===== src/inc/ufc_pkg.sv =====
// Package with register map, reset values, field positions and types of the flow control block.
package ufc_pkg;

  // ----------------------------------------------------------------
  // Register offsets
  // ----------------------------------------------------------------
  localparam logic [4:0] ADDR_DIVISOR_LOW  = 5'h00;
  localparam logic [4:0] ADDR_DIVISOR_HIGH = 5'h01;
  localparam logic [4:0] ADDR_IRQ_ENABLE   = 5'h02;
  localparam logic [4:0] ADDR_IRQ_IDENT    = 5'h03;
  localparam logic [4:0] ADDR_FIFO_CTRL    = 5'h04;
  localparam logic [4:0] ADDR_LINE_CTRL    = 5'h05;
  localparam logic [4:0] ADDR_MODEM_CTRL   = 5'h06;
  localparam logic [4:0] ADDR_LINE_STAT    = 5'h07;
  localparam logic [4:0] ADDR_MODEM_STAT   = 5'h08;
  localparam logic [4:0] ADDR_SCRATCH      = 5'h09;
  localparam logic [4:0] ADDR_FEATURE_CTRL = 5'h0a;
  localparam logic [4:0] ADDR_RESUME_ONE   = 5'h0b;
  localparam logic [4:0] ADDR_RESUME_TWO   = 5'h0c;
  localparam logic [4:0] ADDR_PAUSE_ONE    = 5'h0d;
  localparam logic [4:0] ADDR_PAUSE_TWO    = 5'h0e;
  localparam logic [4:0] ADDR_FLOW_THRESH  = 5'h0f;
  localparam logic [4:0] ADDR_FIFO_TRIGGER = 5'h10;
  localparam logic [4:0] ADDR_ALT_FUNCTION = 5'h11;

  // ----------------------------------------------------------------
  // Reset values
  // ----------------------------------------------------------------
  localparam logic [7:0] RST_ZERO      = 8'h00;
  localparam logic [7:0] RST_IRQ_IDENT = 8'h01;
  localparam logic [7:0] RST_LINE_CTRL = 8'h1d;
  localparam logic [7:0] RST_LINE_STAT = 8'h60;
  localparam logic [7:0] RST_ALT_FUNC  = 8'h10;

  // ----------------------------------------------------------------
  // Field positions
  // ----------------------------------------------------------------
  localparam int FEAT_SPECIAL_BIT = 5;
  localparam int MCR_DTR_BIT      = 0;
  localparam int MCR_RTS_BIT      = 1;
  localparam int MCR_ANY_BIT      = 5;
  localparam int IER_PAUSE_BIT    = 5;
  localparam int LCR_BREAK_BIT    = 6;
  localparam int THRESH_SHIFT     = 2;

  // ----------------------------------------------------------------
  // Types
  // ----------------------------------------------------------------
  typedef enum logic [1:0] {
    UFC_FLOW_NONE = 2'h0,
    UFC_FLOW_TWO  = 2'h1,
    UFC_FLOW_ONE  = 2'h2,
    UFC_FLOW_BOTH = 2'h3
  } ufc_flow_e;

  typedef enum logic [2:0] {
    UFC_IDLE   = 3'h1,
    UFC_FIRST  = 3'h2,
    UFC_SECOND = 3'h4
  } ufc_send_e;

  typedef struct packed {
    logic [7:0] data;
    logic       err;
  } ufc_char_s;

endpackage : ufc_pkg


===== src/verilog/ufc_core.sv =====
// In-band pause/resume flow control and register reset behaviour of one UART channel.
//
// The address-and-strobe port and the address map were left to the implementer.
`timescale 1ns/100ps
// Overview of operation
// - Transmit select bits pick pause/resume pairs
// - Receive select bits pick compared characters
// - Mixed modes accept any single character
// - Both/none transmit modes need consecutive pairs
// - Resume-any restarts on any character
// - Special character flags pause, still stored
// - Pause halts transmitter, flags, interrupt enabled
// - Resume restarts transmitter, clears pause flag
// - Errored flow characters stored as data
// - Send pause when level passes halt
// - Send resume when level falls back
// - Disabling control after pause sends resume
// - Selection change resends old resume first
// - Flow characters cut to word length
// - Unpartnered first character goes to FIFO, dropped on resume-any restart
// - Identification register resets to one
// - Line control resets to 1d
// - Line status resets with bits 5,6
// - Modem deltas clear, live bits reset to inactive
// - Alternate function resets to bit 4
// - Divisor, scratch, flow characters not reset
// - Reset drives output pins to idle
// - Pause cause decides how flag clears
module ufc_core
  import ufc_pkg::*;
(
  input  wire logic      clk,
  input  wire logic      rst,
  input  wire logic [4:0] reg_addr,
  input  wire logic [7:0] reg_wdata,
  input  wire logic      reg_wr,
  input  wire logic      reg_rd,
  output logic [7:0]     reg_rdata,
  input  wire logic      rx_char_valid,
  input  wire ufc_char_s rx_char,
  input  wire logic [6:0] rx_level,
  output logic           fifo_push,
  output ufc_char_s      fifo_char,
  output logic           tx_halt,
  output logic           flow_req,
  output logic [7:0]     flow_char,
  input  wire logic      flow_ack,
  input  wire logic      tx_serial_in,
  input  wire logic      tx_fifo_full,
  input  wire logic [7:0] line_status_in,
  input  wire logic      cts_n,
  input  wire logic      dsr_n,
  input  wire logic      ri_n,
  input  wire logic      cd_n,
  output logic           tx_pin,
  output logic           rts_n,
  output logic           dtr_n,
  output logic           rx_ready_out_n,
  output logic           tx_ready_out_n,
  output logic           irq_out,
  output logic [7:0]     line_ctrl_reg,
  output logic [15:0]    divisor
);

  // ----------------------------------------------------------------
  // Functions
  // ----------------------------------------------------------------
  function automatic logic [7:0] mask_char(input logic [7:0] c, input logic [1:0] wl);
    case (wl)
      2'h0:    mask_char = {3'h0, c[4:0]};
      2'h1:    mask_char = {2'h0, c[5:0]};
      2'h2:    mask_char = {1'h0, c[6:0]};
      default: mask_char = c;
    endcase
  endfunction : mask_char

  function automatic logic [7:0] pick_char(input logic is_pause, input logic [1:0] sel, input logic second,
                                           input logic [7:0] on1, input logic [7:0] on2,
                                           input logic [7:0] off1, input logic [7:0] off2);
    logic use_two;
    use_two = (sel == UFC_FLOW_TWO) || second;
    if (is_pause) begin
      pick_char = use_two ? off2 : off1;
    end else begin
      pick_char = use_two ? on2 : on1;
    end
  endfunction : pick_char

  // ----------------------------------------------------------------
  // Registers
  // ----------------------------------------------------------------
  logic [7:0] irq_enable_reg;
  logic [7:0] fifo_ctrl_reg;
  logic [7:0] modem_ctrl_reg;
  logic [7:0] line_stat_reg;
  logic [7:0] feature_ctrl_reg;
  logic [7:0] flow_threshold_reg;
  logic [7:0] fifo_trigger_reg;
  logic [7:0] alt_function_reg;
  logic [7:0] divisor_low;
  logic [7:0] divisor_high;
  logic [7:0] scratch_reg;
  logic [7:0] resume_char_one;
  logic [7:0] resume_char_two;
  logic [7:0] pause_char_one;
  logic [7:0] pause_char_two;
  logic [3:0] modem_delta;
  logic [3:0] modem_sync1;
  logic [3:0] modem_sync2;
  logic [3:0] modem_prev;
  logic       off_flag;
  logic       spec_flag;
  logic       pend_valid;
  logic       pend_pause;
  ufc_char_s  pend_char;
  logic       hold_valid;
  ufc_char_s  hold_char;
  logic       sent_pause;
  logic [1:0] sent_sel;
  logic       send_pause;
  logic [1:0] send_sel;
  ufc_send_e  send_state;

  logic [7:0] irq_ident_reg;
  logic [7:0] modem_stat_reg;
  logic       wr_hit;
  logic       rd_ident;
  logic       rd_modem;

  assign wr_hit   = reg_wr;
  assign rd_ident = reg_rd && (reg_addr == ADDR_IRQ_IDENT);
  assign rd_modem = reg_rd && (reg_addr == ADDR_MODEM_STAT);
  assign irq_ident_reg  = {3'h0, off_flag | spec_flag, 3'h0, ~(off_flag | spec_flag)};
  assign modem_stat_reg = {~modem_sync2[3], ~modem_sync2[2], ~modem_sync2[1], ~modem_sync2[0], modem_delta};
  assign divisor = {divisor_high, divisor_low};

  // Control registers that reset.
  always_ff @(posedge clk or posedge rst) begin
    if (rst) begin
      irq_enable_reg     <= RST_ZERO;
      fifo_ctrl_reg      <= RST_ZERO;
      line_ctrl_reg      <= RST_LINE_CTRL;
      modem_ctrl_reg     <= RST_ZERO;
      feature_ctrl_reg   <= RST_ZERO;
      flow_threshold_reg <= RST_ZERO;
      fifo_trigger_reg   <= RST_ZERO;
      alt_function_reg   <= RST_ALT_FUNC;
    end else if (wr_hit) begin
      case (reg_addr)
        ADDR_IRQ_ENABLE:   irq_enable_reg     <= reg_wdata;
        ADDR_FIFO_CTRL:    fifo_ctrl_reg      <= reg_wdata;
        ADDR_LINE_CTRL:    line_ctrl_reg      <= reg_wdata;
        ADDR_MODEM_CTRL:   modem_ctrl_reg     <= reg_wdata;
        ADDR_FEATURE_CTRL: feature_ctrl_reg   <= reg_wdata;
        ADDR_FLOW_THRESH:  flow_threshold_reg <= reg_wdata;
        ADDR_FIFO_TRIGGER: fifo_trigger_reg   <= reg_wdata;
        ADDR_ALT_FUNCTION: alt_function_reg   <= reg_wdata;
        default: begin
        end
      endcase
    end
  end

  // Registers that hold their contents through reset.
  always_ff @(posedge clk) begin
    if (wr_hit) begin
      case (reg_addr)
        ADDR_DIVISOR_LOW:  divisor_low     <= reg_wdata;
        ADDR_DIVISOR_HIGH: divisor_high    <= reg_wdata;
        ADDR_SCRATCH:      scratch_reg     <= reg_wdata;
        ADDR_RESUME_ONE:   resume_char_one <= reg_wdata;
        ADDR_RESUME_TWO:   resume_char_two <= reg_wdata;
        ADDR_PAUSE_ONE:    pause_char_one  <= reg_wdata;
        ADDR_PAUSE_TWO:    pause_char_two  <= reg_wdata;
        default: begin
        end
      endcase
    end
  end

  // Line status follows the rest of the channel once out of reset.
  always_ff @(posedge clk or posedge rst) begin
    if (rst) begin
      line_stat_reg <= RST_LINE_STAT;
    end else begin
      line_stat_reg <= line_status_in;
    end
  end

  // ----------------------------------------------------------------
  // Modem inputs and change flags
  // ----------------------------------------------------------------
  always_ff @(posedge clk or posedge rst) begin
    if (rst) begin
      modem_sync1 <= 4'hf;
      modem_sync2 <= 4'hf;
      modem_prev  <= 4'hf;
    end else begin
      modem_sync1 <= {cd_n, ri_n, dsr_n, cts_n};
      modem_sync2 <= modem_sync1;
      modem_prev  <= modem_sync2;
    end
  end

  // A change seen in the same cycle as a status read survives the read.
  always_ff @(posedge clk or posedge rst) begin
    if (rst) begin
      modem_delta <= 4'h0;
    end else begin
      modem_delta[0] <= (modem_sync2[0] != modem_prev[0]) | (modem_delta[0] & ~rd_modem);
      modem_delta[1] <= (modem_sync2[1] != modem_prev[1]) | (modem_delta[1] & ~rd_modem);
      modem_delta[2] <= (modem_sync2[2] & ~modem_prev[2]) | (modem_delta[2] & ~rd_modem);
      modem_delta[3] <= (modem_sync2[3] != modem_prev[3]) | (modem_delta[3] & ~rd_modem);
    end
  end

  // ----------------------------------------------------------------
  // Register read port
  // ----------------------------------------------------------------
  always_ff @(posedge clk or posedge rst) begin
    if (rst) begin
      reg_rdata <= RST_ZERO;
    end else if (reg_rd) begin
      case (reg_addr)
        ADDR_DIVISOR_LOW:  reg_rdata <= divisor_low;
        ADDR_DIVISOR_HIGH: reg_rdata <= divisor_high;
        ADDR_IRQ_ENABLE:   reg_rdata <= irq_enable_reg;
        ADDR_IRQ_IDENT:    reg_rdata <= irq_ident_reg;
        ADDR_FIFO_CTRL:    reg_rdata <= fifo_ctrl_reg;
        ADDR_LINE_CTRL:    reg_rdata <= line_ctrl_reg;
        ADDR_MODEM_CTRL:   reg_rdata <= modem_ctrl_reg;
        ADDR_LINE_STAT:    reg_rdata <= line_stat_reg;
        ADDR_MODEM_STAT:   reg_rdata <= modem_stat_reg;
        ADDR_SCRATCH:      reg_rdata <= scratch_reg;
        ADDR_FEATURE_CTRL: reg_rdata <= feature_ctrl_reg;
        ADDR_RESUME_ONE:   reg_rdata <= resume_char_one;
        ADDR_RESUME_TWO:   reg_rdata <= resume_char_two;
        ADDR_PAUSE_ONE:    reg_rdata <= pause_char_one;
        ADDR_PAUSE_TWO:    reg_rdata <= pause_char_two;
        ADDR_FLOW_THRESH:  reg_rdata <= flow_threshold_reg;
        ADDR_FIFO_TRIGGER: reg_rdata <= fifo_trigger_reg;
        ADDR_ALT_FUNCTION: reg_rdata <= alt_function_reg;
        default:           reg_rdata <= RST_ZERO;
      endcase
    end
  end

  // ----------------------------------------------------------------
  // Receive character matching
  // ----------------------------------------------------------------
  logic [1:0] rx_sel;
  logic [1:0] tx_sel;
  logic [7:0] cur;
  logic       ok;
  logic       on1;
  logic       on2;
  logic       off1;
  logic       off2;
  logic       single_any;
  logic       pair_mode;
  logic       single_on;
  logic       single_off;
  logic       cmd_on;
  logic       cmd_off;
  logic       special;
  logic       cur_push;
  logic       pend_new;

  assign rx_sel = feature_ctrl_reg[1:0];
  assign tx_sel = feature_ctrl_reg[3:2];
  assign cur    = mask_char(rx_char.data, line_ctrl_reg[1:0]);
  assign ok     = ~rx_char.err;
  assign on1    = cur == mask_char(resume_char_one, line_ctrl_reg[1:0]);
  assign on2    = cur == mask_char(resume_char_two, line_ctrl_reg[1:0]);
  assign off1   = cur == mask_char(pause_char_one, line_ctrl_reg[1:0]);
  assign off2   = cur == mask_char(pause_char_two, line_ctrl_reg[1:0]);
  assign single_any = (rx_sel == UFC_FLOW_BOTH) && ((tx_sel == UFC_FLOW_ONE) || (tx_sel == UFC_FLOW_TWO));
  assign pair_mode  = (rx_sel == UFC_FLOW_BOTH) && !single_any;
  assign single_on  = ok && (((rx_sel == UFC_FLOW_ONE) && on1) || ((rx_sel == UFC_FLOW_TWO) && on2)
                      || (single_any && (on1 || on2)));
  assign single_off = ok && (((rx_sel == UFC_FLOW_ONE) && off1) || ((rx_sel == UFC_FLOW_TWO) && off2)
                      || (single_any && (off1 || off2)));

  always_comb begin
    cmd_on   = 1'b0;
    cmd_off  = 1'b0;
    cur_push = 1'b0;
    pend_new = 1'b0;
    special  = 1'b0;
    if (rx_char_valid) begin
      if (pend_valid && ok && (pend_pause ? off2 : on2)) begin
        cmd_on  = !pend_pause;
        cmd_off = pend_pause;
      end else if (single_off) begin
        cmd_off = 1'b1;
      end else if (single_on) begin
        cmd_on = 1'b1;
      end else if (tx_halt && modem_ctrl_reg[MCR_ANY_BIT]) begin
        cmd_on   = 1'b1;
        cur_push = 1'b1;
      end else if (pair_mode && ok && (on1 || off1)) begin
        pend_new = 1'b1;
      end else begin
        cur_push = 1'b1;
      end
      special = cur_push && ok && off2 && feature_ctrl_reg[FEAT_SPECIAL_BIT];
    end
  end

  // Pending first character of a pair.
  always_ff @(posedge clk or posedge rst) begin
    if (rst) begin
      pend_valid <= 1'b0;
      pend_pause <= 1'b0;
      pend_char  <= '0;
    end else if (rx_char_valid) begin
      pend_valid <= pend_new;
      pend_pause <= off1;
      pend_char  <= rx_char;
    end
  end

  // A flushed pair head goes out first and the current character one cycle later.
  always_ff @(posedge clk or posedge rst) begin
    if (rst) begin
      fifo_push  <= 1'b0;
      fifo_char  <= '0;
      hold_valid <= 1'b0;
      hold_char  <= '0;
    end else if (rx_char_valid && pend_valid && !(cmd_on || cmd_off) ) begin
      fifo_push  <= 1'b1;
      fifo_char  <= pend_char;
      hold_valid <= cur_push;
      hold_char  <= rx_char;
    end else if (rx_char_valid && cur_push) begin
      fifo_push  <= 1'b1;
      fifo_char  <= rx_char;
      hold_valid <= 1'b0;
    end else begin
      fifo_push  <= hold_valid;
      fifo_char  <= hold_char;
      hold_valid <= 1'b0;
    end
  end

  // ----------------------------------------------------------------
  // Transmitter halt and pause flags
  // ----------------------------------------------------------------
  always_ff @(posedge clk or posedge rst) begin
    if (rst) begin
      tx_halt <= 1'b0;
    end else if (cmd_off) begin
      tx_halt <= 1'b1;
    end else if (cmd_on || (rx_sel == UFC_FLOW_NONE)) begin
      tx_halt <= 1'b0;
    end
  end

  // Each flag is cleared only by its own cause; a set in the clearing cycle wins.
  always_ff @(posedge clk or posedge rst) begin
    if (rst) begin
      off_flag  <= 1'b0;
      spec_flag <= 1'b0;
    end else begin
      off_flag  <= cmd_off | (off_flag & ~cmd_on);
      spec_flag <= special | (spec_flag & ~rd_ident);
    end
  end

  always_ff @(posedge clk or posedge rst) begin
    if (rst) begin
      irq_out <= 1'b0;
    end else begin
      irq_out <= (off_flag | spec_flag) & irq_enable_reg[IER_PAUSE_BIT];
    end
  end

  // ----------------------------------------------------------------
  // Flow character sender
  // ----------------------------------------------------------------
  logic [5:0] halt_level;
  logic [5:0] resume_level;
  logic       want_pause;
  logic       want_resume;

  assign halt_level   = {flow_threshold_reg[3:0], 2'h0};
  assign resume_level = {flow_threshold_reg[7:4], 2'h0};
  assign want_pause   = !sent_pause && (tx_sel != UFC_FLOW_NONE) && (rx_level > {1'b0, halt_level});
  assign want_resume  = sent_pause && ((rx_level <= {1'b0, resume_level}) || (tx_sel != sent_sel));
  assign flow_req     = send_state != UFC_IDLE;

  always_ff @(posedge clk or posedge rst) begin
    if (rst) begin
      send_state <= UFC_IDLE;
      sent_pause <= 1'b0;
      sent_sel   <= UFC_FLOW_NONE;
      send_pause <= 1'b0;
      send_sel   <= UFC_FLOW_NONE;
      flow_char  <= RST_ZERO;
    end else begin
      case (send_state)
        UFC_IDLE: begin
          if (want_resume) begin
            send_state <= UFC_FIRST;
            sent_pause <= 1'b0;
            send_pause <= 1'b0;
            send_sel   <= sent_sel;
            flow_char  <= mask_char(pick_char(1'b0, sent_sel, 1'b0, resume_char_one, resume_char_two,
                                              pause_char_one, pause_char_two), line_ctrl_reg[1:0]);
          end else if (want_pause) begin
            send_state <= UFC_FIRST;
            sent_pause <= 1'b1;
            sent_sel   <= tx_sel;
            send_pause <= 1'b1;
            send_sel   <= tx_sel;
            flow_char  <= mask_char(pick_char(1'b1, tx_sel, 1'b0, resume_char_one, resume_char_two,
                                              pause_char_one, pause_char_two), line_ctrl_reg[1:0]);
          end
        end
        UFC_FIRST: begin
          if (flow_ack && (send_sel == UFC_FLOW_BOTH)) begin
            send_state <= UFC_SECOND;
            flow_char  <= mask_char(pick_char(send_pause, send_sel, 1'b1, resume_char_one, resume_char_two,
                                              pause_char_one, pause_char_two), line_ctrl_reg[1:0]);
          end else if (flow_ack) begin
            send_state <= UFC_IDLE;
          end
        end
        UFC_SECOND: begin
          if (flow_ack) begin
            send_state <= UFC_IDLE;
          end
        end
        default: send_state <= UFC_IDLE;
      endcase
    end
  end

  // ----------------------------------------------------------------
  // Output pins
  // ----------------------------------------------------------------
  always_ff @(posedge clk or posedge rst) begin
    if (rst) begin
      tx_pin         <= 1'b1;
      rts_n          <= 1'b1;
      dtr_n          <= 1'b1;
      rx_ready_out_n <= 1'b1;
      tx_ready_out_n <= 1'b0;
    end else begin
      tx_pin         <= tx_serial_in & ~line_ctrl_reg[LCR_BREAK_BIT];
      rts_n          <= ~modem_ctrl_reg[MCR_RTS_BIT];
      dtr_n          <= ~modem_ctrl_reg[MCR_DTR_BIT];
      rx_ready_out_n <= rx_level == 7'h00;
      tx_ready_out_n <= tx_fifo_full;
    end
  end

endmodule : ufc_core

===== config.mk =====
export PLATFORM = sky130hd
export DESIGN_NAME = ufc_core
export DESIGN_NICKNAME = d
export VERILOG_FILES = /design/src/inc/ufc_pkg.sv /design/src/verilog/ufc_core.sv
export SDC_FILE = /design/constraint.sdc
export NUM_CORES = 1
export LEC_CHECK = 0
export BUFFER_PORTS_ARGS = -buffer_cell sky130_fd_sc_hd__buf_2
export CAP_MARGIN = 10
export CORE_MARGIN = 2
export CORE_UTILIZATION = 37
export DETAILED_ROUTE_END_ITERATION = 10
export SYNTH_ARGS = -nofsm -noshare
export SYNTH_HDL_FRONTEND = slang
export SYNTH_SLANG_ARGS = --single-unit
export TNS_END_PERCENT = 30

===== constraint.sdc =====
create_clock -name clk -period 5.62 [get_ports clk]
set_clock_uncertainty 0.05 [all_clocks]
set_input_delay 1.124 -clock clk [delete_from_list [all_inputs] [get_ports clk]]
set_output_delay 1.124 -clock clk [all_outputs]
set_load 0.02 [all_outputs]

Word-level counts from Yosys, hierarchy flattened
Cells that the tools add are included.

word-level totals
  bits in registers = 208
  input port bits = 49
  output and inout bits = 58
  logic and storage cells = 239

cells by class
  $lt $le $gt $ge = 2
  equal/unequal tests = 40
  mux-type cells = 54
  bitwise operators = 30
  reduce and logical (&&, ||, !) cells = 68

operators by type and width
  kind                                                             count
  8-bit one-hot mux with 3 select lines                            8
  8-bit one-hot mux with 18 select lines                           1
  8-bit 2-to-1 mux                                                 6
  5-bit by 4-bit == test with 1-bit output, second input constant  8
  8-bit == test                                                    4
  2-bit AND reduction                                              16
  1-bit 2-to-1 mux                                                 29
  1-bit logical AND                                                27
  5-bit by 3-bit == test with 1-bit output, second input constant  4
  9-bit 2-to-1 mux                                                 2
  8-bit one-hot mux with 2 select lines                            1
  1-bit inverter                                                   14
  3-bit 2-to-1 mux                                                 4
  1-bit logical OR                                                 11
  2-bit == test, second input constant                             5
  5-bit by 2-bit == test with 1-bit output, second input constant  2
  5-bit == test, second input constant                             2
  1-bit AND                                                        9
  3-bit one-hot mux with 3 select lines                            1
  2-bit by 1-bit == test with 1-bit output, second input constant  4
  2-bit nonzero test                                               4
  7-bit by 6-bit > comparator with 1-bit output                    1
  7-bit by 6-bit <= comparator with 1-bit output                   1
  7-bit logical NOT                                                1
  15 further kinds                                                 29

Depth between registers and ports, before layout
Gate-level depths: netlist of run 1.

  depth after elaboration = 18
  mapped depth = 10
  depth with buffers taken out = 9

Worst setup path before layout of run 1
Ideal clock, no wire load.

  kind = input to register
  start = input port rx_char[6] in the netlist's numbering
  end = register fifo_char[2] in the netlist's numbering
  library setup time = 0.125 ns
  data arrival time = 2.929 ns
  required time = 5.445 ns
  path slack = 2.516 ns
  cell stages on the path = 9
  path buffers = 2
  cell sequence = buf_4 -> xor2_1 -> a211oi_2 -> nand2_1 -> o2111ai_2 -> nand4b_1 -> buf_4 -> mux2_4 -> mux2_4

between the ends
  longest elaborated chain between the ends = 14
  elaborated cells between the ends (all ways) = 43
  classes of those cells = 4 x eq/ne; 18 x mux; 21 x reduce/logical

ends and longest elaborated chain
  element                                                 RTL line                                           text
  start: declaration                                      ufc_core.sv:40                                     input wire ufc_char_s rx_char,
  8-bit one-hot mux with 3 select lines (*)               ufc_core.sv:69                                     case (wl)
  8-bit == test (on tied branches)                        ufc_core.sv:273, ufc_core.sv:274, ufc_core.sv:275
  1-bit logical OR (tied with other cells)                ufc_core.sv:301                                    end else if (pair_mode && ok && (on1 || off1)) begin
  1-bit logical AND (tied with other cells)               ufc_core.sv:301
  1-bit 2-to-1 mux or 1-bit logical OR (tied branches)    ufc_core.sv:301, ufc_core.sv:280
  1-bit 2-to-1 mux or 1-bit logical AND (tied branches)   ufc_core.sv:298, ufc_core.sv:279
  1-bit 2-to-1 mux                                        ufc_core.sv:296                                    end else if (single_on) begin
  1-bit 2-to-1 mux                                        ufc_core.sv:294                                    end else if (single_off) begin
  1-bit 2-to-1 mux                                        ufc_core.sv:291                                    if (pend_valid && ok && (pend_pause ? off2 : on2)) begin
  1-bit 2-to-1 mux                                        ufc_core.sv:290                                    if (rx_char_valid) begin
  1-bit 2-to-1 mux or 1-bit logical OR (tied branches)    ufc_core.sv:290, ufc_core.sv:330
  1-bit logical AND or 1-bit logical NOT (tied branches)  ufc_core.sv:335, ufc_core.sv:330
  9-bit 2-to-1 mux or 1-bit logical AND (tied branches)   ufc_core.sv:335, ufc_core.sv:330
  9-bit 2-to-1 mux (*)                                    ufc_core.sv:330                                    end else if (rx_char_valid && pend_valid && !(cmd_on || cmd_off) ) begin
  end signal: assignment                                  ufc_core.sv:332                                    fifo_char <= pend_char;
  end signal: assignment                                  ufc_core.sv:337                                    fifo_char <= rx_char;
  end signal: assignment                                  ufc_core.sv:341                                    fifo_char <= hold_char;
  end: declaration                                        ufc_core.sv:43                                     output ufc_char_s fifo_char,

Mark *: on every way between the ends. The rest lies on a longest branch, timed or not. The select of a mux whose other input is x is not followed.
A chain may end at the register's enable or synchronous reset.

Final worst setup path of run 1
  start = register feature_ctrl_reg[2]
  end = register fifo_char[6] in the netlist's numbering

between the ends
  longest elaborated chain between the ends = 17
  elaborated cells between the ends (all ways) = 34
  classes of those cells = 2 x eq/ne; 16 x mux; 16 x reduce/logical

ends and longest elaborated chain
  element                                                                    RTL line         text
  start: declaration                                                         ufc_core.sv:96   logic [7:0] feature_ctrl_reg;
  start signal: assignment                                                   ufc_core.sv:154  ADDR_FEATURE_CTRL: feature_ctrl_reg <= reg_wdata;
  2-bit == test or 2-bit by 1-bit == test with 1-bit output (tied branches)  ufc_core.sv:277  assign single_any = (rx_sel == UFC_FLOW_BOTH) && ((tx_sel == UFC_FLOW_ONE) || (tx_sel == UFC_FLOW_TWO));
  1-bit logical OR (*)                                                       ufc_core.sv:277
  1-bit logical AND (*)                                                      ufc_core.sv:277
  1-bit logical NOT                                                          ufc_core.sv:278  assign pair_mode = (rx_sel == UFC_FLOW_BOTH) && !single_any;
  1-bit logical AND                                                          ufc_core.sv:278
  1-bit logical AND (2 in a row)                                             ufc_core.sv:301
  1-bit 2-to-1 mux                                                           ufc_core.sv:301
  1-bit 2-to-1 mux                                                           ufc_core.sv:298  end else if (tx_halt && modem_ctrl_reg[MCR_ANY_BIT]) begin
  1-bit 2-to-1 mux                                                           ufc_core.sv:296
  1-bit 2-to-1 mux                                                           ufc_core.sv:294
  1-bit 2-to-1 mux                                                           ufc_core.sv:291
  1-bit 2-to-1 mux (2 in a row)                                              ufc_core.sv:290
  1-bit logical AND                                                          ufc_core.sv:335  end else if (rx_char_valid && cur_push) begin
  9-bit 2-to-1 mux                                                           ufc_core.sv:335
  9-bit 2-to-1 mux (*)                                                       ufc_core.sv:330

Marked as above.

==> metrics.md, run 1 <==
| Metric | Value |
|---|---|
| Final net count | between 900 and 1,000 |
| Post-synth top area share | 0.330 |
| Root Driver | clkbuf_16 |
| IO Pins | 107 |
| Post-Syn Instances | 748 |
| PortBufs | 106 |
| Total GRT Usage | 0.195 |
| Starting density of the core | 0.375 |
| Worst path max stage delay | 710 ps |
| # clock sinks | 208 |
| Met3 Use GR | 0.0369 |
| Place WS | 1940 ps |
| Slew Viols, Final | 0 |
| DR vias/cell | 5.55 |
| Yosys reg bits | ~210 |
| Crit Path Class | register to register |
| Post-CTS setup buffer count | 0 |
| Detailed Route Iter0 Violations | 583 |
| First-pass GRT wire length | 41,600 µm |
| Yosys warning total | 0 |
| Clock buffer depth | 3 |
| Crit path buf inv count | 1 |
| Antenna violations before repair | 0 |
| Finish-stage setup viols | 0 |
| Mean Syn Cell Area | 13.0 µm² |
| Setup TNS | 0 ps |
| WP data required | 5960 ps |
| Latest clock arrival within the worst-skew pair | 520 ps |
| Number of hold buffers added after CTS | 0 |
| Critical Path, Cell by Cell | inv_1 -> ha_1 -> nand2b_1 -> nand3_1 -> nand2b_1 -> o2111ai_2 -> nand4b_1 -> mux2_4 -> mux2_4 |
| Synthesized cell area | 9710 µm² |
| Slew Limit Headroom | 0.328 |
| Crit path max fanout | 11 |
| Crit. End Element | register |
| CP arrival | 3520 ps |
| Asr flop ratio synth | 0.731 |
| Most common flop cell mapped by yosys | dfrtp_1 |
| Crit path max-delay family | simple AND/OR/NAND/NOR gates |
| Max Clk Rate | about 310 MHz |
| Die W | 166 µm |
| Number of max-cap violations | 0 |
| GRT Max-Usage Layer | met2 |
| First-pass detailed-route iteration total | 5 |
| Worst vdd ir | roughly 280 µV |
| Regs by FF count | fifo_char (9), hold_char (9), pend_char (9) |
| DRC viols | 0 |
| Largest net degree at the start of global routing | 69 |
| H-tree depth | 1 |
| Final period util | 0.566 |
| GR Util met2 | 0.310 |
| Total power draw | 0.00415 W |
| Worst slew pin tran | around 1000 ps |
| Status | complete, no violations |
| Post-route ant nets | 0 |
| RSZ-0062 raised after global routing | false |
| Global placer's final weighted congestion | 0.891 |
| Net Count, Synth | 807 |
| Most common cell after layout, fill and taps aside | dfrtp_1 |
| CTS tree | built |
| Total number of vias | 6,702 |
| Vias in the first global route | 6,689 |
| Final worst slack | 2440 ps |
| ANT cells | 0 |
| Leading cell types in the layout, fill and taps excluded | 128 x dfrtp_1, 106 x buf_2, 95 x mux2_2, 56 x edfxtp_1, 47 x a22oi_1 |
| HPWL after detailed placement | ~19,000 µm |
| FP Rows | 59 |
| Final Hold Vio Count | 0 |
| Hold Path Class | register to register |
| Fraction of layout cells with a size suffix above 1 | 0.354 |
| CTS buffer count | 23 |
| Die height | approximately 170 µm |
| Slowest cell on crit path | nand4b_1 |
| Avg WL per Cell | 22.5 µm |
| Post-Route WL | 27,200 µm |
| Cts repair resizes | 0 |
| Core Box Area | 25,900 µm² |
| Leakage | 4.88 nW |
| Fill cell count | approximately 2,400 |
| Worst-path clk slew | ~60 ps |
| CP startpoint kind | register |
| Die ar. | roughly 28,000 µm² |
| P per Cell Area | 367 nW/µm² |
| Layout area overhead | 16.4% |
| Tmin final | 3180 ps |
| GRT Residual Overflow | 0 |
| Seq/Total Area, Yosys | 0.568 |
| Post-synth EDFFs | 56 |
| M1 GR Usage | 0.268 |
| Netlist cell types | 65 |
| Top post-synthesis cells by area | dfrtp_1 33%, edfxtp_1 17%, mux2_2 11% |
| Synth area leader | dfrtp_1 |
[worst paths after layout]
kind | to | from | cells past startpoint | slack (ps)
min in group asynchronous | tx_ready_out_n | rst | 2 | 650
min | modem_sync2[2] | modem_sync1[2] | 0 | 310
max | fifo_char[6] | feature_ctrl_reg[2] | 9 | 2440
max in group asynchronous | hold_char[8] | rst | 3 | 3690
max reg2reg | fifo_char[6] | feature_ctrl_reg[2] | 9 | 2440
min reg2reg | modem_sync2[2] | modem_sync1[2] | 0 | 310
[cells in the mapped netlist, types with 3 or more instances]
master    count
a211oi_1      8
a21oi_1       5
a221oi_1      8
a22o_1        9
a22oi_1      47
and2_1       13
buf_1         3
buf_2         5
buf_4         5
buf_6         3
clkbuf_1     14
dfrtp_1     128
dfstp_2      24
edfxtp_1     56
ha_1         10
inv_1        28
mux2_2       95
mux2_4       25
mux2i_1      10
nand2_1      34
nand2b_1      6
nand3_1      16
nand3b_1      4
nand4_1      16
nor2_1       30
nor2_2        3
nor2b_1       8
nor3_1       11
o21a_1        3
o21ai_0      20
o21ai_1       3
o22ai_1       8
o311a_1       7
o31ai_1       8
or3_1         4
xnor2_1       5
xor2_1       32
[metal layers]
| metal | wire, µm | share of wire | vias to the layer above |
|---|---|---|---|
| li1 | - | - | 3029 |
| met1 | 11600 | 0.43 | 3335 |
| met2 | 12600 | 0.46 | 281 |
| met3 | 1990 | 0.073 | 57 |
| met4 | 1010 | 0.037 | 0 |
| met5 | 0 | 0 | - |
[cells by family after synthesis]
family	after synthesis	share of synthesized area
compound gates	146	0.114
xor+xnor	37	0.0334
fa+ha+maj	10	0.0129
buf+inv	58	0.0273
flops	208	0.568
mux	130	0.159
simple gates	159	0.0859
[stage by stage]
stage          utilization  std cells  hold slack (ps)  instance area (µm²)
6_report             0.436       1207              306                11300
3_3_place_gp         0.407       1165              297                10600
4_1_cts              0.436       1207              308                11300
5_1_grt              0.436       1207              314                11300
3_5_place_dp         0.407       1165              299                10600
2_1_floorplan            -        748              295                 9710
[power breakdown]
| part | switching [W] | internal, W | total, W |
|---|---|---|---|
| Combinational | 0.000436 | 0.000339 | 0.000775 |
| Clock | 0.000614 | 0.000878 | 0.00149 |
| Sequential | 0.000144 | 0.00174 | 0.00188 |
[final cells by class]
cell class              instances  area, µm²  area share
repair buffers                112        576      0.0509
flip-flops and latches        208       5520       0.488
multi-input cells             482       3930       0.348
inverters                      28        110     0.00974
clock buffers                  31        667      0.0590
well taps                     335        419      0.0371
clock inverters                11       82.6     0.00731
Note: power is estimated with default switching activity, not from simulation.
==> run 2, diff against run 1 <==
--- a/config.mk
+++ b/config.mk
@@ -5,6 +5,7 @@
 export SDC_FILE = /design/constraint.sdc
 export NUM_CORES = 1
 export LEC_CHECK = 0
+export ABC_AREA = 1
 export BUFFER_PORTS_ARGS = -buffer_cell sky130_fd_sc_hd__buf_2
 export CAP_MARGIN = 10
 export CORE_MARGIN = 2
==> constraint.sdc (replaced) <==
create_clock -name clk -period 3 [get_ports clk]
set_clock_uncertainty 0.05 [all_clocks]
set_input_delay 0.6 -clock clk [delete_from_list [all_inputs] [get_ports clk]]
set_output_delay 0.6 -clock clk [all_outputs]
set_load 0.02 [all_outputs]
==> run 2 against run 1 <==
  * Routed wire length grew 9.1%
  * Clock power increased by 91%
  * Sequential power rose by 87%
  * Critical path type is now input port to register
  * Highest routed layer unchanged
==> metrics.md, run 2 <==
| Metric | Value |
|---|---|
| Status | complete, no violations |
| Worst vdd ir | 406 µV (+47%) |
| Netlist cell types | 47 (-28%) |
| Leakage | 5.39 nW (+10%) |
| Core Box Area | 26,000 µm² (+0.28%) |
| Yosys warning total | 0 (unchanged) |
| Die ar. | 27,800 µm² (+0.75%) |
| GRT Residual Overflow | 0 (unchanged) |
| Post-CTS setup buffer count | 0 (unchanged) |
| Mux contribution to synthesized area | 0.00524 (-0.154) |
| RSZ-0062 raised after global routing | false |
| CTS tree | built |
| Post-synth EDFFs | 56 (unchanged) |
| Root Driver | clkbuf_16 |
| FP Rows | 59 (unchanged) |
| Fraction of layout cells with a size suffix above 1 | 0.189 (-0.166) |
| Cts repair resizes | 0 (unchanged) |
| Latest clock arrival within the worst-skew pair | 510 ps (about the same) |
| Slew Limit Headroom | 0.467 (+0.139) |
| Hold Path Class | input port to async pin |
| Total GRT Usage | 0.213 (+0.0184) |
| CP startpoint kind | input port |
| Largest net degree at the start of global routing | 49 (-29%) |
| Seq/Total Area, Yosys | 0.563 (-0.00436) |
| Setup TNS | 0 ps (unchanged) |
| DR vias/cell | 5.14 (-7.4%) |
| Synthesized cell area | 9790 µm² (+0.77%) |
| Avg WL per Cell | 18.8 µm (-16%) |
| Number of hold buffers added after CTS | 0 (unchanged) |
| Post-synthesis xor/xnor area fraction | 0.0222 (-0.0111) |
| Most common flop cell mapped by yosys | dfrtp_1 |
| Die height | 167 µm (+0.38%) |
| Reg-to-reg setup timing slack | 570 ps (-1870 ps) |
| DRC viols | 0 (unchanged) |
| Mean Syn Cell Area | 8.96 µm² (-31%) |
| P per Cell Area | 681 nW/µm² (+85%) |
| Detailed Route Iter0 Violations | 839 (+44%) |
| WP data required | 3350 ps (-2610 ps) |
| Max Clk Rate | 401 MHz |
| Fraction of the mapped netlist area in adder cells | 0.0128 (-0.0000988) |
| Most frequent cells after synthesis | 348 x nand2_1, 135 x o21ai_0, 128 x dfrtp_1, 100 x inv_1, 61 x nand3_1 |
| Net Count, Synth | 1,152 (+43%) |
| Crit Path Class | input port to register |
| CTS buffer count | 24 (+4.3%) |
| First-pass detailed-route iteration total | 5 (unchanged) |
| Regs by FF count | fifo_char (9), hold_char (9), pend_char (9) |
| Final Non-Filler Cells | 1,575 (+30%) |
| Asr flop ratio synth | 0.731 (unchanged) |
| Starting density of the core | 0.377 (+0.00182) |
| Die W | 167 µm (+0.38%) |
| Worst slew pin tran | 792 ps (-209 ps) |
| Vias in the first global route | 7,742 (+16%) |
| Simple logic cell fraction of the synthesized area | 0.219 (+0.133) |
| Tmin final | about 2500 ps |
| First-pass GRT wire length | 46,300 µm (+11%) |
| Slew Viols, Final | 0 (unchanged) |
| Worst-path clk slew | 60 ps (about the same) |
| Post-synth top area share | 0.327 (-0.00253) |
| HPWL after detailed placement | 22,300 µm (+15%) |
| Clock buffer depth | 3 (unchanged) |
| Crit path max fanout | 10 (-1) |
| IO Pins | 107 (unchanged) |
| Largest family of logic cells by synthesized area | simple AND/OR/NAND/NOR gates |
| Antenna violations before repair | 3 (+3) |
| Crit. End Element | register |
| Most frequent cell after synthesis | nand2_1 |
| Yosys reg bits | 208 (unchanged) |
| Compound-Gate Fraction of Synth Area | 0.113 (-0.000360) |
| Final net count | 1,277 (+40%) |
| Post-Route WL | 29,700 µm (+9.1%) |
| Post-Syn Instances | 1,093 (+46%) |
| PortBufs | 106 (unchanged) |
| Final Hold Vio Count | 0 (unchanged) |
| Number of max-cap violations | 0 (unchanged) |
| Layout area overhead | 18.2% |
| Most common cell after layout, fill and taps aside | nand2_1 |
| Leading cell types in the layout, fill and taps excluded | 348 x nand2_1, 135 x o21ai_0, 128 x dfrtp_1, 106 x buf_2, 99 x inv_1 |
| Top post-synthesis cells by area | dfrtp_1 33%, edfxtp_1 17%, nand2_1 13% |
| Post-route ant nets | 0 (unchanged) |
| Total number of vias | 8,098 (+21%) |
| Synth area leader | dfrtp_1 |
| Global placer's final weighted congestion | 0.927 (+4.1%) |
| # clock sinks | 208 (unchanged) |
| Finish-stage setup viols | 0 (unchanged) |
| Final period util | 0.832 |
| Placed insts | 1,527 (+31%) |
| CP arrival | 2850 ps (-670 ps) |
| H-tree depth | 1 (unchanged) |
-- run 2: cell types whose count changed in the layout (fill, tap and decap cells not counted), sizes merged, moves of 19 or more --
cell   change
a22oi     -45
xor2      -32
xnor2     +19
nand2    +321
o21ai    +120
inv       +77
mux2     -119
nand3     +49
buf       +20
-- run 2: kinds of logic (layout without fill, tap and decap cells) --
| logic type | after synthesis | count (layout) |
|---|---|---|
| simple gates | 506 | 506 |
| flops | 208 | 208 |
| buf+inv | 148 | 291 |
| fa+ha+maj | 10 | 10 |
| compound gates | 192 | 192 |
| xor+xnor | 24 | 24 |
| other cells | 0 | 4 |
| mux | 5 | 5 |
-- run 2: stage by stage --
step                total power (W)  setup WS (ps)  cell area, µm²   util  hold WS, ps
floorplan                   0.00456            453            9790      -          295
global placement            0.00506            159           10800  0.415          296
detailed placement          0.00509            148           10800  0.415          297
CTS                         0.00794            576           11600  0.445          117
global route                0.00830            327           11600  0.445          110
finish                      0.00788            505           11600  0.445          110
-- run 2: routing by layer --
metal	up-vias	wire, µm	global-route usage
met5	-	0	0
met4	0	596	0.0480
met3	34	1930	0.0349
met2	323	13800	0.343
met1	3854	13400	0.304
li1	3887	-	-
-- run 2: critical path, stage by stage --
cell,delay [ps]
buf_2,130
inv_1,120
nor2_1,70
nand2_1,140
clkinv_1,290
nand2_1,280
o22ai_1,140
nor4_1,660
nand4_1,230
nand2_1,120
nand2_1,50
-- run 2: area by class of cell --
| type | count | area [µm²] |
|---|---|---|
| multi-input combinational | 737 | 3650 |
| timing repair buffer | 132 | 763 |
| sequential | 208 | 5520 |
| antenna | 4 | 10.0 |
| fill | 2612 | 14400 |
| inverter | 115 | 438 |
| tap | 335 | 419 |
| clock inverter | 9 | 45.0 |
| clock buffer | 35 | 734 |
-- run 2: final timing paths --
| path | start | cells after the start | endpoint |
|---|---|---|---|
| worst max-delay path | reg_addr[0] | 11 | reg_rdata[7] |
| worst max register to register | feature_ctrl_reg[3] | 13 | fifo_push |
| max in group asynchronous | rst | 3 | tx_pin |
| worst min-delay path | rst | 2 | send_pause |
| min in group clk | line_status_in[6] | 1 | line_stat_reg[6] |
| worst min register to register | modem_sync1[2] | 0 | modem_sync2[2] |
-- run 2: power by group --
group          leakage [nW]  internal [W]  switching (W)  total (W)
Combinational          2.62      0.000506        0.00101    0.00151
Sequential             2.38       0.00327       0.000247    0.00352
Clock                 0.388       0.00169        0.00116    0.00285
Total                  5.39       0.00547        0.00241    0.00788
==> run 3, diff against run 2 <==
--- a/config.mk
+++ b/config.mk
@@ -5,7 +5,7 @@
 export SDC_FILE = /design/constraint.sdc
 export NUM_CORES = 1
 export LEC_CHECK = 0
-export ABC_AREA = 1
+export ABC_AREA = 0
 export BUFFER_PORTS_ARGS = -buffer_cell sky130_fd_sc_hd__buf_2
 export CAP_MARGIN = 10
 export CORE_MARGIN = 2
==> constraint.sdc (replaced) <==
create_clock -name clk -period 2.05 [get_ports clk]
set_clock_uncertainty 0.05 [all_clocks]
set_input_delay 0.41 -clock clk [delete_from_list [all_inputs] [get_ports clk]]
set_output_delay 0.41 -clock clk [all_outputs]
set_load 0.02 [all_outputs]
==> run 3 against run 2 <==
  * Routed wire length fell by 1.4%
  * The flow now finishes with violations (setup timing)
  * Clock power rose by 53%
  * Non-clock buffer count rose by 141
==> metrics.md, run 3 (synthesis results as in run 1) <==
| Metric | Value |
|---|---|
| H-tree depth | 1 (unchanged) |
| Total GRT Usage | 0.209 (-0.00480) |
| Final worst slack | -467 ps (-973 ps) |
| Clock buffer depth | 3 (unchanged) |
| Place WS | -506 ps (-654 ps) |
| CTS buffer count | 24 (unchanged) |
| Fraction of layout cells with a size suffix above 1 | 0.464 (+0.275) |
| Combinational share of power | 0.225 (+0.033) |
| Total number of vias | 7,339 (-9.4%) |
| Final Non-Filler Cells | 1,370 (-13%) |
| Clk pwr share | 0.359 (-0.002) |
| # clock sinks | 208 (unchanged) |
| Worst Hold Depth | 2 |
| Worst R2R Start | line_ctrl_reg[1] |
| CP startpoint | line_ctrl_reg[1] |
| Final instance area | 13,000 µm² (+12%) |
| Die height | 166 µm (-0.38%) |
| IO Pins | 107 (unchanged) |
| Leading cell types in the layout, fill and taps excluded | 135 x buf_4, 127 x dfrtp_1, 105 x buf_2, 95 x mux2_2, 56 x edfxtp_1 |
| Die ar. | 27,600 µm² (-0.75%) |
| ANT cells | 0 (-4) |
| First-pass detailed-route iteration total | 5 (unchanged) |
| Finish-stage setup viols | 36 (+36) |
| Seq pwr share | 0.416 (-0.031) |
| GRT Residual Overflow | 0 (unchanged) |
| Die W | 166 µm (-0.38%) |
| First-pass GRT wire length | 44,400 µm (-4.1%) |
| DP Area | 11,700 µm² (+8.7%) |
| Crit path max fanout | 5 (-5) |
| CP endpoint | hold_char[0] |
| Vias in the first global route | 7,413 (-4.2%) |
| Layout area overhead | 33.5% |
| CP arrival | 2870 ps (+20 ps) |
| Detailed Route Iter0 Violations | 541 (-36%) |
| Final Hold Vio Count | 0 (unchanged) |
| Global placer's final weighted congestion | 0.928 (about the same) |
| Placed insts | 1,303 (-15%) |
| Final period util | 1.23 |
| HPWL after detailed placement | 21,400 µm (-4.2%) |
| Regs by FF count | fifo_char (9), hold_char (9), pend_char (9) |
| CTS tree | built |
| FP Rows | 59 (unchanged) |
| Root Driver | clkbuf_16 |
| Internal Power | 0.00867 W (+58%) |
| Worst r2r dst | hold_char[0] |
| Crit Path Class | register to register |
| Largest net degree at the start of global routing | 96 (+96%) |
| Post-route ant nets | 0 (unchanged) |
| RSZ-0062 raised after global routing | true |
| Reg-to-reg setup timing slack | -470 ps (-1040 ps) |
| Slew Viols, Final | 0 (unchanged) |
| CP startpoint kind | register |
| DR vias/cell | 5.36 (+4.2%) |
| Starting density of the core | 0.375 (-0.00182) |
| Post-Route WL | 29,300 µm (-1.4%) |
| Worst-path clk slew | 60 ps (about the same) |
| Switching Share | 0.289 (-0.0164) |
| Tmin final | 2520 ps |
| Most common cell after layout, fill and taps aside | buf_4 |
| PortBufs | 106 (unchanged) |
| Avg WL per Cell | 21.4 µm (+13%) |
| Slew Limit Headroom | 0.556 (+0.0895) |
| Hold Path Class | input port to register |
| WP data required | 2410 ps (-940 ps) |
| Util after Layout | 0.500 (+0.0549) |
| Core Box Area | 25,900 µm² (-0.28%) |
| Max Clk Rate | roughly 400 MHz |
| Worst slew pin tran | 663 ps (-129 ps) |
| Number of max-cap violations | 0 (unchanged) |
| Status | finished, violations left |
| Failing checks | setup timing |
| Final net count | 1,076 (-16%) |
| Antenna violations before repair | 0 (-3) |
| Latest clock arrival within the worst-skew pair | 540 ps (+30 ps) |
| Sw Pwr | 0.00353 W (+46%) |
| Leakage | 5.79 nW (+7.4%) |
| R2R cell count | 9 (-4) |
| DRC viols | 0 (unchanged) |
| Crit. End Element | register |
| P per Cell Area | 941 nW/µm² (+38%) |
| Worst vdd ir | 770 µV (+90%) |
## run 3: cell types whose count changed in the layout (fill, tap and decap cells not counted), sizes merged, moves of 8 or more
cell         change
nand3           -49
buf            +124
nor2            -17
inv             -79
o21ai          -120
a22oi           +45
nand2          -321
and2            +13
nor2b            +8
mux2           +119
dlygate4sd3     +16
xnor2           -19
xor2            +32
a211oi           +9
## run 3: metrics by stage
step	setup TNS, ps	hold WS [ps]	power [W]
4_1_cts	-11770	17.3	0.0121
3_3_place_gp	-18210	297	0.00762
3_5_place_dp	-20610	298	0.00766
5_1_grt	-15040	18.7	0.0128
2_1_floorplan	-50650	295	0.00668
6_report	-11920	31.5	0.0122
## run 3: final cells by class
class	instances	area, µm²
Fill cell	2306	12900
Clock inverter	14	148
Timing Repair Buffer	273	2000
Multi-Input combinational cell	482	4090
Tap cell	335	419
Inverter	28	109
Sequential cell	208	5520
Clock buffer	30	676
## run 3: worst min path at each step
stage	from	end	slack, ps
after floorplan	modem_sync1[0]	modem_sync2[0]	300
after global placement	modem_sync1[1]	modem_sync2[1]	300
after detailed placement	modem_sync1[1]	modem_sync2[1]	300
after CTS	tx_serial_in	tx_pin	20
after global routing	tx_serial_in	tx_pin	20
final	tx_serial_in	tx_pin	30
## run 3: power by group through the flow
stage          logic [W]  registers, W  clock network, W
2_1_floorplan    0.00145       0.00523                 0
3_3_place_gp     0.00249       0.00513                 0
3_5_place_dp     0.00252       0.00514                 0
4_1_cts          0.00260       0.00507           0.00446
5_1_grt          0.00298       0.00514           0.00466
6_report         0.00275       0.00507           0.00437
## run 3: what timing repair did
item	4_1_cts	5_1_grt
hold buffers	16	0
gates cloned	0	1
buffers inserted	0	6
hold endpoints to repair	68	0
endpoints found under the setup margin	39	40
pin swaps	4	7
resized for setup	11	33
## run 3: per-layer routing
metal / wire (µm) / track usage / vias to the layer above / part of all wire
li1: - / - / 3339 / -
met1: 13000 / 0.292 / 3670 / 0.44
met2: 13500 / 0.334 / 255 / 0.46
met3: 1640 / 0.0300 / 75 / 0.056
met4: 1150 / 0.0726 / 0 / 0.039
met5: 0 / 0 / - / 0
## run 3: worst max-delay path, stage by stage, from the launching register on
cell,delay [ps]
dfrtp_2,440
or2_4,280
a211oi_4,260
nand3_2,130
buf_4,170
o21a_4,210
o2111ai_4,240
clkbuf_16,190
buf_8,120
mux2_4,290
